### config.mk
export PLATFORM = sky130hd
export DESIGN_NAME = spm_phy_ctrl
export DESIGN_NICKNAME = d
export VERILOG_FILES = /design/src/pkg/spm_pkg.sv /design/src/hw/spm_phy_ctrl.sv /design/src/hw/spm_fifo.sv
export SDC_FILE = /design/constraint.sdc
export NUM_CORES = 1
export LEC_CHECK = 0
export ABC_AREA = 0
export BUFFER_PORTS_ARGS = -buffer_cell sky130_fd_sc_hd__buf_2
export CAP_MARGIN = 20
export CORE_MARGIN = 5
export CORE_UTILIZATION = 56
export CTS_BUF_LIST = sky130_fd_sc_hd__clkbuf_2 sky130_fd_sc_hd__clkbuf_4 sky130_fd_sc_hd__clkbuf_8
export CTS_CLUSTER_DIAMETER = 150
export DETAILED_ROUTE_END_ITERATION = 10
export PLACE_DENSITY = 0.75
export SLEW_MARGIN = 5
export SYNTH_ARGS = -nofsm -noshare
export SYNTH_HDL_FRONTEND = slang
export SYNTH_SLANG_ARGS = --single-unit
### constraint.sdc
create_clock -name CLK_I -period 3.8 [get_ports CLK_I]
set_input_delay 0.95 -clock CLK_I [delete_from_list [all_inputs] [get_ports CLK_I]]
set_output_delay 0.95 -clock CLK_I [all_outputs]
set_load 0.02 [all_outputs]
### src/pkg/spm_pkg.sv
package spm_pkg;
   // clock rate in MHz; cycle counts below derive from it
   localparam int CLK_MHZ = 20;
   // symbol periods in microseconds
   localparam int SYM_US_BPSK20 = 50;
   localparam int SYM_US_BPSK40 = 25;
   localparam int SYM_US_OQPSK400K = 40;
   localparam int SYM_US_OQPSK1000K = 16;
   // symbol periods in clock cycles
   localparam logic [9:0] SYM_CYC_BPSK20 = 10'(SYM_US_BPSK20 * CLK_MHZ);
   localparam logic [9:0] SYM_CYC_BPSK40 = 10'(SYM_US_BPSK40 * CLK_MHZ);
   localparam logic [9:0] SYM_CYC_OQPSK400K = 10'(SYM_US_OQPSK400K * CLK_MHZ);
   localparam logic [9:0] SYM_CYC_OQPSK1000K = 10'(SYM_US_OQPSK1000K * CLK_MHZ);
   // field positions inside the phy mode control word
   localparam int HRS_LSB = 0;
   localparam int RATE_BIT = 2;
   localparam int MOD_BIT = 3;
   localparam int ALT_BIT = 4;
   localparam int SCR_BIT = 5;
   // reset value: bpsk-20, scrambler enable set
   localparam logic [5:0] MODE_RESET = 6'h20;
   // high rate select codes
   localparam logic [1:0] HRS_BASE = 2'h0;
   localparam logic [1:0] HRS_X2 = 2'h1;
   localparam logic [1:0] HRS_X4 = 2'h2;
   localparam logic [1:0] HRS_X2_ALT = 2'h3;
   // acknowledgment and energy detection lengths in symbols
   localparam logic [3:0] ACK_SYM_STD = 4'hc;
   localparam logic [3:0] ACK_SYM_HR400K = 4'h2;
   localparam logic [3:0] ACK_SYM_HR1000K = 4'h3;
   localparam logic [3:0] ED_SYM_STD = 4'h8;
   localparam logic [3:0] ED_SYM_HR = 4'h2;
   // data rates in kb/s
   localparam logic [10:0] KBPS_20 = 11'h014;
   localparam logic [10:0] KBPS_40 = 11'h028;
   localparam logic [10:0] KBPS_100 = 11'h064;
   localparam logic [10:0] KBPS_250 = 11'h0fa;
   // clear channel assessment method codes
   localparam logic [1:0] CCA_ENERGY = 2'h1;
   // transceiver state field codes
   localparam logic [4:0] STAT_OFF = 5'h00;
   localparam logic [4:0] STAT_RX_ON = 5'h01;
   localparam logic [4:0] STAT_BUSY_RX = 5'h02;
   // rx status byte: fcs valid position
   localparam int RXS_FCS_BIT = 7;
   // index of the last of the bytes appended after frame data
   localparam logic [1:0] APPEND_LAST = 2'h2;

   // receive flow states
   typedef enum logic [1:0] {
      ST_OFF = 2'b00,
      ST_LISTEN = 2'b01,
      ST_BUSY = 2'b10,
      ST_APPEND = 2'b11
   } spm_state_e;

   // decoded phy mode
   typedef struct packed {
      logic oqpsk;
      logic chip1000;
      logic high_rate;
      logic [2:0] spread;
      logic scramble;
      logic [9:0] sym_cyc;
      logic [5:0] sym_us;
      logic [10:0] base_kbps;
      logic [10:0] psdu_kbps;
   } spm_mode_s;

   // per-frame status appended to the buffer
   typedef struct packed {
      logic [7:0] lqi;
      logic [7:0] ed;
      logic [7:0] rx_status;
   } spm_frame_stat_s;
endpackage : spm_pkg

### src/hw/spm_phy_ctrl.sv
`timescale 1ns/1ps
//Contract
//- symbol period 50/25/40/16 us per mode
//- high rate keeps its base mode's period
//- spreading shortened two- or four-fold
//- header at base rate, psdu at high
//- reduced ack: two or three symbols
//- normal ack time twelve symbols
//- ignore frames below programmed detector level
//- scrambler on at 4-fold unless disabled
//- auto energy detect eight, high-rate two symbols
//- manual energy detect always eight symbols
//- high rate: energy threshold cca only
//- listen, sync plus delimiter enters busy
//- frame complete returns busy to listen
//- append quality, energy, status after frame
//- energy level and fcs flag readable
//- mode decoded from control bits, bit5 scrambler
module spm_phy_ctrl import spm_pkg::*; #(
   parameter int FIFO_DEPTH = 8
) (
   input wire logic CLK_I,
   input wire logic RESET_N_I,
   input wire logic CLK_EN_I,
   input wire logic MODE_WR_I,
   input wire logic [5:0] MODE_DATA_I,
   input wire logic REDUCED_ACK_TIME_I,
   input wire logic [3:0] DETECTOR_LEVEL_I,
   input wire logic RX_ON_CMD_I,
   input wire logic OFF_CMD_I,
   input wire logic [4:0] RSSI_I,
   input wire logic SYNC_FOUND_I,
   input wire logic SFD_FOUND_I,
   input wire logic PSDU_START_I,
   input wire logic FRAME_DONE_I,
   input wire logic FCS_OK_I,
   input wire logic [7:0] LQI_I,
   input wire logic RX_DATA_VALID_I,
   input wire logic [7:0] RX_DATA_I,
   output logic RX_DATA_READY_O,
   input wire logic ED_AUTO_START_I,
   input wire logic ED_MANUAL_START_I,
   output logic ED_BUSY_O,
   output logic ED_DONE_O,
   output logic [7:0] ENERGY_LEVEL_O,
   input wire logic ACK_START_I,
   output logic ACK_DUE_O,
   output logic [3:0] ACK_SYMBOLS_O,
   input wire logic [1:0] CCA_MODE_I,
   output logic [1:0] CCA_MODE_O,
   output logic SYMBOL_TICK_O,
   output logic [5:0] SYMBOL_PERIOD_US_O,
   output logic [2:0] SPREAD_FACTOR_O,
   output logic HIGH_RATE_MODE_O,
   output logic HIGH_RATE_ACTIVE_O,
   output logic [10:0] DATA_RATE_KBPS_O,
   output logic SCRAMBLE_EN_O,
   output logic LQI_USEFUL_O,
   output logic [5:0] MODE_O,
   output logic [4:0] STATE_O,
   output logic FCS_VALID_O,
   output logic BUF_VALID_O,
   output logic [7:0] BUF_DATA_O,
   input wire logic BUF_READY_I
);
   spm_state_e state_ff; // receive flow state
   spm_state_e nxt_state; // next receive flow state
   logic [5:0] mode_ff; // held phy mode control word
   spm_mode_s nxt_dec; // decoded mode, combinational
   spm_mode_s dec_ff; // decoded mode, registered
   logic [9:0] sym_cnt_ff; // symbol timebase counter
   logic sym_tick_ff; // one-cycle pulse after each full symbol count
   logic sync_seen_ff; // sync seen, awaiting delimiter
   logic rssi_ok; // signal above detector level
   logic psdu_ff; // payload part of the frame in progress
   logic [1:0] app_idx_ff; // index of appended byte
   logic [4:0] frame_rssi_ff; // frame peak strength
   spm_frame_stat_s stat_ff; // captured per-frame status
   logic fcs_valid_ff; // last frame checksum result
   logic [13:0] ack_cnt_ff; // ack countdown in cycles
   logic ack_run_ff; // ack countdown running
   logic ack_due_ff; // ack time reached pulse
   logic [3:0] ack_syms; // ack length in symbols
   logic [13:0] ed_cnt_ff; // energy detect countdown
   logic ed_run_ff; // energy detect running
   logic ed_done_ff; // energy detect finished pulse
   logic [4:0] ed_peak_ff; // measurement peak strength
   logic [7:0] energy_level_ff; // last energy detect result
   logic [3:0] ed_syms; // energy detect length in symbols
   logic [10:0] rate_ff; // currently applied data rate
   logic fifo_in_valid; // write into frame buffer queue
   logic fifo_in_ready; // queue can take a byte
   logic [7:0] fifo_in_data; // byte to queue
   logic frame_end; // frame completed while busy

   // mode word is taken only in the off state
   always_ff @(posedge CLK_I or negedge RESET_N_I)
   begin
      if (!RESET_N_I)
      begin
         mode_ff <= MODE_RESET;
      end
      else if (CLK_EN_I && MODE_WR_I && state_ff == ST_OFF)
      begin
         mode_ff <= MODE_DATA_I;
      end
   end

   // decode the mode word into timing and rate settings
   always_comb
   begin
      nxt_dec = '0;
      nxt_dec.oqpsk = mode_ff[MOD_BIT];
      nxt_dec.chip1000 = mode_ff[RATE_BIT];
      nxt_dec.high_rate = mode_ff[MOD_BIT] && (mode_ff[HRS_LSB+:2] != HRS_BASE);
      // shortened spreading codes
      unique case (mode_ff[HRS_LSB+:2])
         HRS_X2, HRS_X2_ALT: nxt_dec.spread = mode_ff[MOD_BIT] ? 3'h2 : 3'h1;
         HRS_X4: nxt_dec.spread = mode_ff[MOD_BIT] ? 3'h4 : 3'h1;
         HRS_BASE: nxt_dec.spread = 3'h1;
      endcase
      // scrambling only four-fold, enabled by bit5
      nxt_dec.scramble = mode_ff[MOD_BIT] && (mode_ff[HRS_LSB+:2] == HRS_X4) && mode_ff[SCR_BIT];
      // period follows chip rate, so high rate keeps base period
      if (!mode_ff[MOD_BIT])
      begin
         nxt_dec.sym_cyc = mode_ff[RATE_BIT] ? SYM_CYC_BPSK40 : SYM_CYC_BPSK20;
         nxt_dec.sym_us = mode_ff[RATE_BIT] ? 6'(SYM_US_BPSK40) : 6'(SYM_US_BPSK20);
         nxt_dec.base_kbps = mode_ff[RATE_BIT] ? KBPS_40 : KBPS_20;
      end
      else
      begin
         nxt_dec.sym_cyc = mode_ff[RATE_BIT] ? SYM_CYC_OQPSK1000K : SYM_CYC_OQPSK400K;
         nxt_dec.sym_us = mode_ff[RATE_BIT] ? 6'(SYM_US_OQPSK1000K) : 6'(SYM_US_OQPSK400K);
         nxt_dec.base_kbps = mode_ff[RATE_BIT] ? KBPS_250 : KBPS_100;
      end
      // payload rate is the base rate times the shortening factor
      nxt_dec.psdu_kbps = 11'(nxt_dec.base_kbps * nxt_dec.spread);
   end

   // registered copy of the decoded mode
   always_ff @(posedge CLK_I or negedge RESET_N_I)
   begin
      if (!RESET_N_I)
      begin
         dec_ff <= '0;
      end
      else if (CLK_EN_I)
      begin
         dec_ff <= nxt_dec;
      end
   end

   // symbol timebase, runs while receiver on
   always_ff @(posedge CLK_I or negedge RESET_N_I)
   begin
      if (!RESET_N_I)
      begin
         sym_cnt_ff <= '0;
         sym_tick_ff <= 1'b0;
      end
      else if (CLK_EN_I)
      begin
         if (state_ff == ST_OFF)
         begin
            sym_cnt_ff <= '0;
            sym_tick_ff <= 1'b0;
         end
         else if (sym_cnt_ff >= dec_ff.sym_cyc - 10'h001)
         begin
            sym_cnt_ff <= '0;
            sym_tick_ff <= 1'b1;
         end
         else
         begin
            sym_cnt_ff <= sym_cnt_ff + 10'h001;
            sym_tick_ff <= 1'b0;
         end
      end
   end

   // detector gate: zero passes every frame
   assign rssi_ok = (DETECTOR_LEVEL_I == 4'h0) || (RSSI_I >= {1'b0, DETECTOR_LEVEL_I});
   assign frame_end = (state_ff == ST_BUSY) && FRAME_DONE_I;

   // receive flow
   always_comb
   begin
      nxt_state = state_ff;
      unique case (state_ff)
         ST_OFF:
         begin
            if (RX_ON_CMD_I)
            begin
               nxt_state = ST_LISTEN;
            end
         end
         ST_LISTEN:
         begin
            // sync then delimiter, both above the detector level
            if (OFF_CMD_I)
            begin
               nxt_state = ST_OFF;
            end
            else if (sync_seen_ff && SFD_FOUND_I && rssi_ok)
            begin
               nxt_state = ST_BUSY;
            end
         end
         ST_BUSY:
         begin
            if (FRAME_DONE_I)
            begin
               nxt_state = ST_APPEND;
            end
         end
         ST_APPEND:
         begin
            // back to listen once the trailing bytes are queued
            if (fifo_in_ready && app_idx_ff == APPEND_LAST)
            begin
               nxt_state = ST_LISTEN;
            end
         end
      endcase
   end

   // state register
   always_ff @(posedge CLK_I or negedge RESET_N_I)
   begin
      if (!RESET_N_I)
      begin
         state_ff <= ST_OFF;
      end
      else if (CLK_EN_I)
      begin
         state_ff <= nxt_state;
      end
   end

   // sync latch, cleared when listening stops
   always_ff @(posedge CLK_I or negedge RESET_N_I)
   begin
      if (!RESET_N_I)
      begin
         sync_seen_ff <= 1'b0;
      end
      else if (CLK_EN_I)
      begin
         if (state_ff != ST_LISTEN || nxt_state != ST_LISTEN)
         begin
            sync_seen_ff <= 1'b0;
         end
         else if (SYNC_FOUND_I && rssi_ok)
         begin
            sync_seen_ff <= 1'b1;
         end
      end
   end

   // payload phase and applied data rate
   always_ff @(posedge CLK_I or negedge RESET_N_I)
   begin
      if (!RESET_N_I)
      begin
         psdu_ff <= 1'b0;
         rate_ff <= KBPS_20;
      end
      else if (CLK_EN_I)
      begin
         if (state_ff != ST_BUSY || FRAME_DONE_I)
         begin
            psdu_ff <= 1'b0;
         end
         else if (PSDU_START_I)
         begin
            psdu_ff <= 1'b1;
         end
         // header always at base rate, payload at the selected rate
         rate_ff <= psdu_ff ? dec_ff.psdu_kbps : dec_ff.base_kbps;
      end
   end

   // per-frame status capture
   always_ff @(posedge CLK_I or negedge RESET_N_I)
   begin
      if (!RESET_N_I)
      begin
         frame_rssi_ff <= '0;
         stat_ff <= '0;
         fcs_valid_ff <= 1'b0;
      end
      else if (CLK_EN_I)
      begin
         if (state_ff == ST_LISTEN)
         begin
            frame_rssi_ff <= RSSI_I;
         end
         else if (state_ff == ST_BUSY && RSSI_I > frame_rssi_ff)
         begin
            frame_rssi_ff <= RSSI_I;
         end
         if (frame_end)
         begin
            stat_ff.lqi <= LQI_I;
            stat_ff.ed <= {3'h0, frame_rssi_ff};
            stat_ff.rx_status <= 8'(FCS_OK_I) << RXS_FCS_BIT;
            fcs_valid_ff <= FCS_OK_I;
         end
      end
   end

   // index of the byte being appended
   always_ff @(posedge CLK_I or negedge RESET_N_I)
   begin
      if (!RESET_N_I)
      begin
         app_idx_ff <= '0;
      end
      else if (CLK_EN_I)
      begin
         if (state_ff != ST_APPEND)
         begin
            app_idx_ff <= '0;
         end
         else if (fifo_in_ready)
         begin
            app_idx_ff <= app_idx_ff + 2'h1;
         end
      end
   end

   // queue input: frame bytes, then three status bytes
   always_comb
   begin
      fifo_in_valid = 1'b0;
      fifo_in_data = RX_DATA_I;
      if (state_ff == ST_BUSY)
      begin
         fifo_in_valid = RX_DATA_VALID_I;
      end
      else if (state_ff == ST_APPEND)
      begin
         fifo_in_valid = 1'b1;
         unique case (app_idx_ff)
            2'h0: fifo_in_data = stat_ff.lqi;
            2'h1: fifo_in_data = stat_ff.ed;
            default: fifo_in_data = stat_ff.rx_status;
         endcase
      end
   end

   assign RX_DATA_READY_O = (state_ff == ST_BUSY) && fifo_in_ready;

   // frame buffer queue toward the host
   spm_fifo #(
      .WIDTH(8),
      .DEPTH(FIFO_DEPTH)
   ) u_fifo (
      .clk_i(CLK_I),
      .reset_n_i(RESET_N_I),
      .clk_en_i(CLK_EN_I),
      .in_valid_i(fifo_in_valid),
      .in_ready_o(fifo_in_ready),
      .in_data_i(fifo_in_data),
      .out_valid_o(BUF_VALID_O),
      .out_ready_i(BUF_READY_I),
      .out_data_o(BUF_DATA_O)
   );

   // acknowledgment length in symbols
   always_comb
   begin
      if (REDUCED_ACK_TIME_I && dec_ff.high_rate)
      begin
         ack_syms = dec_ff.chip1000 ? ACK_SYM_HR1000K : ACK_SYM_HR400K;
      end
      else
      begin
         ack_syms = ACK_SYM_STD;
      end
   end

   // ack timer, pulse after ack time
   always_ff @(posedge CLK_I or negedge RESET_N_I)
   begin
      if (!RESET_N_I)
      begin
         ack_cnt_ff <= '0;
         ack_run_ff <= 1'b0;
         ack_due_ff <= 1'b0;
      end
      else if (CLK_EN_I)
      begin
         ack_due_ff <= 1'b0;
         if (ACK_START_I)
         begin
            ack_cnt_ff <= 14'(ack_syms * dec_ff.sym_cyc) - 14'h0001;
            ack_run_ff <= 1'b1;
         end
         else if (ack_run_ff && ack_cnt_ff == '0)
         begin
            ack_run_ff <= 1'b0;
            ack_due_ff <= 1'b1;
         end
         else if (ack_run_ff)
         begin
            ack_cnt_ff <= ack_cnt_ff - 14'h0001;
         end
      end
   end

   // ed length: short only for auto high rate
   assign ed_syms = (ED_AUTO_START_I && !ED_MANUAL_START_I && dec_ff.high_rate) ? ED_SYM_HR : ED_SYM_STD;

   // energy detect, peak strength over window
   always_ff @(posedge CLK_I or negedge RESET_N_I)
   begin
      if (!RESET_N_I)
      begin
         ed_cnt_ff <= '0;
         ed_run_ff <= 1'b0;
         ed_done_ff <= 1'b0;
         ed_peak_ff <= '0;
         energy_level_ff <= '0;
      end
      else if (CLK_EN_I)
      begin
         ed_done_ff <= 1'b0;
         if (!ed_run_ff && state_ff != ST_OFF && (ED_AUTO_START_I || ED_MANUAL_START_I))
         begin
            ed_cnt_ff <= 14'(ed_syms * dec_ff.sym_cyc) - 14'h0001;
            ed_run_ff <= 1'b1;
            ed_peak_ff <= RSSI_I;
         end
         else if (ed_run_ff)
         begin
            if (RSSI_I > ed_peak_ff)
            begin
               ed_peak_ff <= RSSI_I;
            end
            if (ed_cnt_ff == '0)
            begin
               ed_run_ff <= 1'b0;
               ed_done_ff <= 1'b1;
               energy_level_ff <= {3'h0, (RSSI_I > ed_peak_ff) ? RSSI_I : ed_peak_ff};
            end
            else
            begin
               ed_cnt_ff <= ed_cnt_ff - 14'h0001;
            end
         end
      end
   end

   // carrier sense not offered in high rate modes
   assign CCA_MODE_O = dec_ff.high_rate ? CCA_ENERGY : CCA_MODE_I;

   // status outputs
   assign SYMBOL_TICK_O = sym_tick_ff;
   assign SYMBOL_PERIOD_US_O = dec_ff.sym_us;
   assign SPREAD_FACTOR_O = dec_ff.spread;
   assign HIGH_RATE_MODE_O = dec_ff.high_rate;
   assign HIGH_RATE_ACTIVE_O = dec_ff.high_rate && psdu_ff;
   assign DATA_RATE_KBPS_O = rate_ff;
   assign SCRAMBLE_EN_O = dec_ff.scramble;
   assign LQI_USEFUL_O = !dec_ff.high_rate;
   assign MODE_O = mode_ff;
   assign ACK_DUE_O = ack_due_ff;
   assign ACK_SYMBOLS_O = ack_syms;
   assign ED_BUSY_O = ed_run_ff;
   assign ED_DONE_O = ed_done_ff;
   assign ENERGY_LEVEL_O = energy_level_ff;
   assign FCS_VALID_O = fcs_valid_ff;

   // transceiver state field; appending still counts as busy
   always_comb
   begin
      unique case (state_ff)
         ST_OFF: STATE_O = STAT_OFF;
         ST_LISTEN: STATE_O = STAT_RX_ON;
         ST_BUSY, ST_APPEND: STATE_O = STAT_BUSY_RX;
      endcase
   end
endmodule : spm_phy_ctrl

### src/hw/spm_fifo.sv
`timescale 1ns/1ps
module spm_fifo #(
   parameter int WIDTH = 8,
   parameter int DEPTH = 8
) (
   input wire logic clk_i,
   input wire logic reset_n_i,
   input wire logic clk_en_i,
   input wire logic in_valid_i,
   output logic in_ready_o,
   input wire logic [WIDTH-1:0] in_data_i,
   output logic out_valid_o,
   input wire logic out_ready_i,
   output logic [WIDTH-1:0] out_data_o
);
   localparam int AW = $clog2(DEPTH);
   logic [WIDTH-1:0] mem_ff [DEPTH]; // storage
   logic [AW-1:0] wr_ptr_ff; // write index
   logic [AW-1:0] rd_ptr_ff; // read index
   logic [AW:0] count_ff; // fill level
   logic push; // accepted write
   logic pop; // accepted read

   assign in_ready_o = (count_ff != (AW+1)'(DEPTH));
   assign out_valid_o = (count_ff != '0);
   assign push = in_valid_i & in_ready_o;
   assign pop = out_valid_o & out_ready_i;
   assign out_data_o = mem_ff[rd_ptr_ff];

   // storage write
   always_ff @(posedge clk_i)
   begin
      if (clk_en_i && push)
      begin
         mem_ff[wr_ptr_ff] <= in_data_i;
      end
   end

   // pointers and fill level
   always_ff @(posedge clk_i or negedge reset_n_i)
   begin
      if (!reset_n_i)
      begin
         wr_ptr_ff <= '0;
         rd_ptr_ff <= '0;
         count_ff <= '0;
      end
      else if (clk_en_i)
      begin
         if (push)
         begin
            wr_ptr_ff <= (wr_ptr_ff == AW'(DEPTH-1)) ? '0 : wr_ptr_ff + 1'b1;
         end
         if (pop)
         begin
            rd_ptr_ff <= (rd_ptr_ff == AW'(DEPTH-1)) ? '0 : rd_ptr_ff + 1'b1;
         end
         if (push && !pop)
         begin
            count_ff <= count_ff + 1'b1;
         end
         else if (pop && !push)
         begin
            count_ff <= count_ff - 1'b1;
         end
      end
   end
endmodule : spm_fifo

==> reports/results.md, run 1 <==
• **wirelength, routed** 25.84 mm
• **maximum VDD drop** 0.001279 V
• **count of final hold-check violations** 0
• **mean instance size in the synthesized netlist** 10.55 sq um
• **fmax** 270.1 MHz
• **fraction of registers with async set or reset after synthesis** 67.35%
• **All-Layer GR Usage** 21.85%
• **synthesized area** 11990 sq um
• **Max-cap violations** 0
• **global-route wire length before repair** 43.36 mm
• **Post-synth top flop** dfrtp_1
• **filler instances** 1653
• **hold crit path type** in2async
• **number of pins with negative max-slew slack in the final report** 0
• **Clk Latency, worst-skew pair** 490 ps
• **Root Buffer** clkbuf_8
• **share of Yosys cell area claimed by the top area cell type** 26.92%
• **Multi-input gate area** 6173 sq um
• **number of warnings reported in the yosys synthesis log** 0
• **top cells by count, synth** dfrtp_1 (129), inv_1 (101), ha_1 (93)
• **final non-filler cell area** 13570 sq um
• **dominant cell type by area after synthesis** dfrtp_1
• **DRC violations left** 0
• **average vias per placed instance** 5.731
• **H-Tree Depth** 4
• **critical setup path kind** in2reg
• **clock tree from TritonCTS** done
• **fraction of layout cells with a size suffix above 1** 24.27%
• **sequential cell area fraction in the yosys report** 43.61%
• **Cells after Synth** 1137
• **initial antenna violation count** 0
• **number of global-route vias before repair** 8813
• **pin slew with the least headroom to its limit** 751.1 ps
• **number of buffers on the longest clock path** 2
• **Arrival @ worst endpoint** 4100 ps
• **Sink Count** 196
• **number of violations reported at the end of detailed-routing iteration 0** 462
• **startpoint types** primary input
• **vias after detailed routing** 8871
• **antenna diode count** 0
• **number of cells after detailed placement** 1515
• **#FFs+latches synth** 196
• **# rows** 53
• **Layout Skew** 20.23 ps
• **die outline width** 156.3 microns
• **placed instance area** 13060 sq um
• **Port Buf Inserts** 105
• **remaining number of nets flagged by the antenna check after routing** 0
• **setup total negative slack** 0 ps
• **category of the worst setup path capture point** register
• **effective utilization at floorplan** 57.04%
• **wire length per cell after detailed routing** 16.69 microns
• **status** finished, final reports clean
• **top area cells in the synthesized netlist** dfrtp_1 (27%), edfxtp_1 (16%), ha_1 (9.7%)
• **Post-synth EDFFs** 64
• **Final HPWL DP** 19.44 mm
• **Pre-antenna DRT Iters** 6
• **portion of the clock cycle consumed by the worst path in the final layout** 97.42%
• **Core Area** 21020 sq um
• **Lkg Pwr** 6.202 nW
• **Final Net Count** 1428
• **area of the die** 24440 sq um
• **Final setup viols** 0
• **Worst-path clk slew** 120 ps
• **gp weighted congestion** 0.8532
• **# hold bufs at CTS** 0
• **most repeated cell in the gate-level netlist after synthesis** dfrtp_1
• **largest net degree at the start of global routing** 71
• **P&R area growth vs syn** 13.19%
• **Pwr per Cell Area** 826.0 nW/um^2
• **tightest slew margin relative to the limit** 49.93%
• **Storage cell area** 5230 sq um
• **final worst path period need** 3702 ps
• **worst endpoint required time** 4200 ps
• **final core area utilization** 64.56%
• **Cell variety after synth** 79
• **number of non-filler instances in the completed layout** 1548
• **worst-path maximum fanout** 9
• **total clock buffers created by CTS** 17
• **final global-route overflow total** 0
• **y dimension of the die** 156.3 microns
• **io pins** 114
per-layer routing:
metal / track usage (%) / vias up / share of wire [%]
li1: - / 4258 / -
met1: 29.31 / 4366 / 44
met2: 36.59 / 204 / 49
met3: 3.982 / 43 / 5.1
met4: 6.364 / 0 / 2.2
met5: 0 / - / 0
critical path: stages:
cell and delay [ps]:
buf_2 100, and2_4 150, inv_6 90, nand2_1 60, ha_1 310, inv_1 50
fa_1 530, inv_1 50, fa_1 520, inv_2 50, ha_4 260, nor2_1 40
nor2_1 200, o41ai_4 120, o21ba_2 230, xor2_2 140, a221oi_2 240
cells by family after synthesis:
kind of cell    share of synthesized area, %
other cells                          0.03128
compound gates                         12.57
mux                                    8.494
simple gates                           13.57
flops                                  43.61
fa+ha+maj                              13.88
xor+xnor                               1.826
buf+inv                                6.021
registers in the layout, indices dropped and copies added, names as in the netlist, 5 cells and up:
| register | count |
|---|---|
| u_fifo.mem_ff | 64 |
| dec_ff | 22 |
| ack_cnt_ff | 14 |
| ed_cnt_ff | 14 |
| stat_ff | 13 |
| DATA_RATE_KBPS_O | 10 |
| sym_cnt_ff | 10 |
| MODE_O | 6 |
| ENERGY_LEVEL_O | 5 |
| ed_peak_ff | 5 |
| frame_rssi_ff | 5 |
cell usage in the layout, fill, tap and decap left out, types with 6 or more instances in the layout:
cell and n:
buf_2 104, and3_1 15, fa_1 25, xnor2_1 18, nand3_1 35, nor3_1 24
nand2_1 87, mux2i_1 14, conb_1 8, inv_1 96, nor2b_1 10, xor2_1 6
a221oi_1 6, a21o_1 11, o21a_1 6, ha_1 89, or3_1 7, clkbuf_8 17
edfxtp_1 64, nor2_1 76, dfrtp_1 128, nor4_1 10, nand2b_1 15, and2_1 9
o2bb2ai_1 6, o22ai_1 9, mux4_2 16, o21ai_0 77, a21oi_1 52, buf_4 55
mux2_2 46, inv_12 6
stage by stage:
stage	total power (W)	worst slack [ps]	hold WS, ps
floorplan	0.007911	-306.0	449.2
global placement	0.009401	-312.4	461.1
detailed placement	0.009660	-439.5	466.2
CTS	0.01118	85.39	457.1
global route	0.01224	-23.36	485.5
finish	0.01121	98.09	445.1
power breakdown:
part	switching [W]	leakage (nW)	internal [W]	total [W]
registers	0.000603	2.20	0.00279	0.00339
clock network	0.000937	0.227	0.000555	0.00149
logic	0.00336	3.78	0.00296	0.00633
what timing repair did:
action,CTS,global route
buffers inserted,0,1
resized for setup,0,8
endpoints found under the hold margin,0,0
endpoints found under the setup margin,0,6
path summary, 6_finish.rpt:
check	from	endpoint	slack (ps)	depth (start not counted)
max	REDUCED_ACK_TIME_I	ack_cnt_ff[11]	100	17
min reg2reg	ENERGY_LEVEL_O[4]	ENERGY_LEVEL_O[4]	490	2
max reg2reg	dec_ff[34]	ack_cnt_ff[11]	160	14
min	RESET_N_I	SCRAMBLE_EN_O	450	1
max in group asynchronous	RESET_N_I	ACK_DUE_O	2580	2
min in group CLK_I	ENERGY_LEVEL_O[4]	ENERGY_LEVEL_O[4]	490	2
cell type report:
| class | instances | area share, % |
|---|---|---|
| clock buffer | 17 | 1.724 |
| inverter | 102 | 2.858 |
| tap | 275 | 2.535 |
| timing repair buffer | 162 | 7.191 |
| sequential | 196 | 38.54 |
| multi-input combinational | 781 | 45.49 |
| clock inverter | 15 | 1.669 |
No activity file was read; power rests on OpenSTA's default activity.
==> run 2, diff against run 1 <==
--- a/config.mk
+++ b/config.mk
@@ -14,6 +14,7 @@
 export CTS_CLUSTER_DIAMETER = 150
 export DETAILED_ROUTE_END_ITERATION = 10
 export PLACE_DENSITY = 0.75
+export RECOVER_POWER = 50
 export SLEW_MARGIN = 5
 export SYNTH_ARGS = -nofsm -noshare
 export SYNTH_HDL_FRONTEND = slang
==> run 2 against run 1 <==
- the flow now finishes with violations (max-capacitance violations, max-slew violations)
- sequential cell count unchanged
- sequential share of layout area up 0.096 points
- core utilization down 0.16 points
- first-iteration DRC count up 11%
- global-route usage unchanged
- critical path type unchanged
- critical endpoint unchanged
- highest routed layer unchanged
==> reports/results.md, run 2 (same netlist as run 1, synthesis figures left out) <==
• **Lkg Pwr** 6.182 nW
• **vias after detailed routing** 8835
• **instance count along the most critical hold path** 2
• **number of global-route vias before repair** 8813
• **category of the worst setup path capture point** register
• **area of the die** 24440 sq um
• **max reg flops** 64
• **Largest Register** u_fifo.mem_ff
• **DRC violations left** 0
• **Sw Ratio** 43.72%
• **status** finished with violations
• **number of pins with negative max-slew slack in the final report** 106
• **largest registers ranked by flip-flop count** u_fifo.mem_ff x64, dec_ff x22
• **sequential share of power** 30.3%
• **clock share of power** 13.3%
• **Final Net Count** 1428
• **worst r2r src** HIGH_RATE_MODE_O
• **initial antenna violation count** 0
• **slowest stage cell, crit path** fa_1
• **y dimension of the die** 156.3 microns
• **Max-cap violations** 2
• **Core Area** 21020 sq um
• **tightest slew margin relative to the limit** -16.22%
• **Root Buffer** clkbuf_8
• **Clk Latency, worst-skew pair** 490 ps
• **worst endpoint required time** 4200 ps
• **final non-filler cell area** 13540 sq um
• **source of the worst hold timing path** ENERGY_LEVEL_O[4]
• **fmax** 270.0 MHz
• **maximum VDD drop** 0.001279 V
• **Sink Count** 196
• **PnR worst setup slack** 96.69 ps
• **worst-path maximum fanout** 9
• **Final setup viols** 0
• **Buf+Inv Stages, Crit Path** 5
• **antenna diode count** 0
• **placed instance area** 13060 sq um
• **largest net degree at the start of global routing** 71
• **total clock buffers created by CTS** 17
• **average vias per placed instance** 5.707
• **timing startpoint of the critical path** REDUCED_ACK_TIME_I
• **final global-route overflow total** 0
• **clock tree from TritonCTS** done
• **Final HPWL DP** 19.44 mm
• **Worst-path clk slew** 130 ps
• **startpoint types** primary input
• **internal power component** 0.006303 W
• **minimum setup slack after placement** -439.5 ps
• **gp weighted congestion** 0.8532
• **number of cells on the critical path** 17
• **number of buffers on the longest clock path** 2
• **P&R area growth vs syn** 12.91%
• **# rows** 53
• **pin slew with the least headroom to its limit** 1743 ps
• **Arrival @ worst endpoint** 4100 ps
• **wirelength, routed** 25.82 mm
• **final worst path period need** 3703 ps
• **hold crit path type** reg2reg
• **global-route wire length before repair** 43.36 mm
• **critical setup path kind** in2reg
• **All-Layer GR Usage** 21.85%
• **count of cells along the worst register-to-register path** 16
• **fraction of layout cells with a size suffix above 1** 23.88%
• **effective utilization at floorplan** 57.04%
• **Pwr per Cell Area** 827.3 nW/um^2
• **Layout Skew** 20.64 ps
• **commonest non-fill, non-tap cell in the layout** dfrtp_1
• **remaining number of nets flagged by the antenna check after routing** 0
• **Largest stage delay, worst path** 530 ps
• **count of final hold-check violations** 0
• **Sw Pwr** 0.004896 W
• **combinational power share** 56.4%
• **number of violations reported at the end of detailed-routing iteration 0** 512
• **io pins** 114
• **Pre-antenna DRT Iters** 5
• **H-Tree Depth** 4
• **sequence of cells on the critical path** buf_2, and2_4, inv_6, nand2_1, ha_1, inv_1, fa_1, inv_1, fa_1, inv_2, ha_4, nor2_1, nor2_1, o41ai_4, o21ba_2, xor2_2, a221oi_2
• **top library cells by usage in the layout, fill and taps aside** dfrtp_1 (128), buf_2 (103), inv_1 (97)
• **wire length per cell after detailed routing** 16.68 microns
• **Worst path top cell family by delay** adder cells
• **failing checks** max-capacitance violations, max-slew violations
• **# hold bufs at CTS** 0
• **portion of the clock cycle consumed by the worst path in the final layout** 97.46%
• **die outline width** 156.3 microns
• **Port Buf Inserts** 105
==> run 2: metrics by stage <==
stage               hold WS (ps)  setup TNS [ps]  total power, W  util [%]  cells
floorplan                  449.2           -1422        0.007911         -   1144
global placement           461.1           -1374        0.009401     62.15   1515
detailed placement         466.2           -2031        0.009660     62.15   1515
CTS                        457.1               0         0.01118     64.34   1547
global route               519.6          -23.36         0.01224     64.40   1548
finish                     488.8               0         0.01120     64.40   1548
==> run 2: power by group through the flow <==
stage	clock (W)	combinational, W	sequential (W)
after floorplan	0	0.00462	0.00329
after global placement	0	0.00600	0.00340
final	0.00149	0.00632	0.00339
after global routing	0.00162	0.00713	0.00349
after CTS	0.00153	0.00627	0.00338
after detailed placement	0	0.00623	0.00343
==> run 2: metal layers <==
| metal | global-route usage (%) | share of wire [%] | vias to the layer above | routed length, microns |
|---|---|---|---|---|
| met3 | 3.982 | 5.7 | 35 | 1464 |
| met2 | 36.59 | 49 | 215 | 12760 |
| li1 | - | - | 4255 | - |
| met1 | 29.31 | 43 | 4330 | 11080 |
| met5 | 0 | 0 | - | 0 |
| met4 | 6.364 | 2.0 | 0 | 514 |
==> run 2: worst reg2reg max path, stage by stage, from the launching register on <==
cell and delay (ps):
dfrtp_2 460, and2_4 190, inv_6 90, nand2_1 60
ha_1 300, inv_1 50, fa_1 530, inv_1 50
fa_1 520, inv_2 50, ha_4 260, nor2_1 40
nor2_1 200, o41ai_4 130, o21ba_2 230, xor2_2 140
a221oi_2 240
==> run 2: worst paths after layout <==
check,to,slack [ps]
worst max register to register,ack_cnt_ff[11],170
max in group asynchronous,HIGH_RATE_MODE_O,960
worst min-delay path,ENERGY_LEVEL_O[4],490
min in group asynchronous,SCRAMBLE_EN_O,900
worst max-delay path,ack_cnt_ff[11],100
worst min register to register,ENERGY_LEVEL_O[4],490
==> run 2: cell type report <==
class / instances / area, sq um
clock buffers: 17 / 234.0
fillers: 1658 / 7483
clock inverters: 15 / 226.5
inverters: 102 / 387.9
multi-input cells: 781 / 6173
repair buffers: 162 / 942.2
well taps: 275 / 344.1
flip-flops and latches: 196 / 5230
==> run 2: repair_timing <==
item,in CTS,in global routing
setup buffers,0,1
setup endpoints to repair,0,6
gates resized for setup,0,8
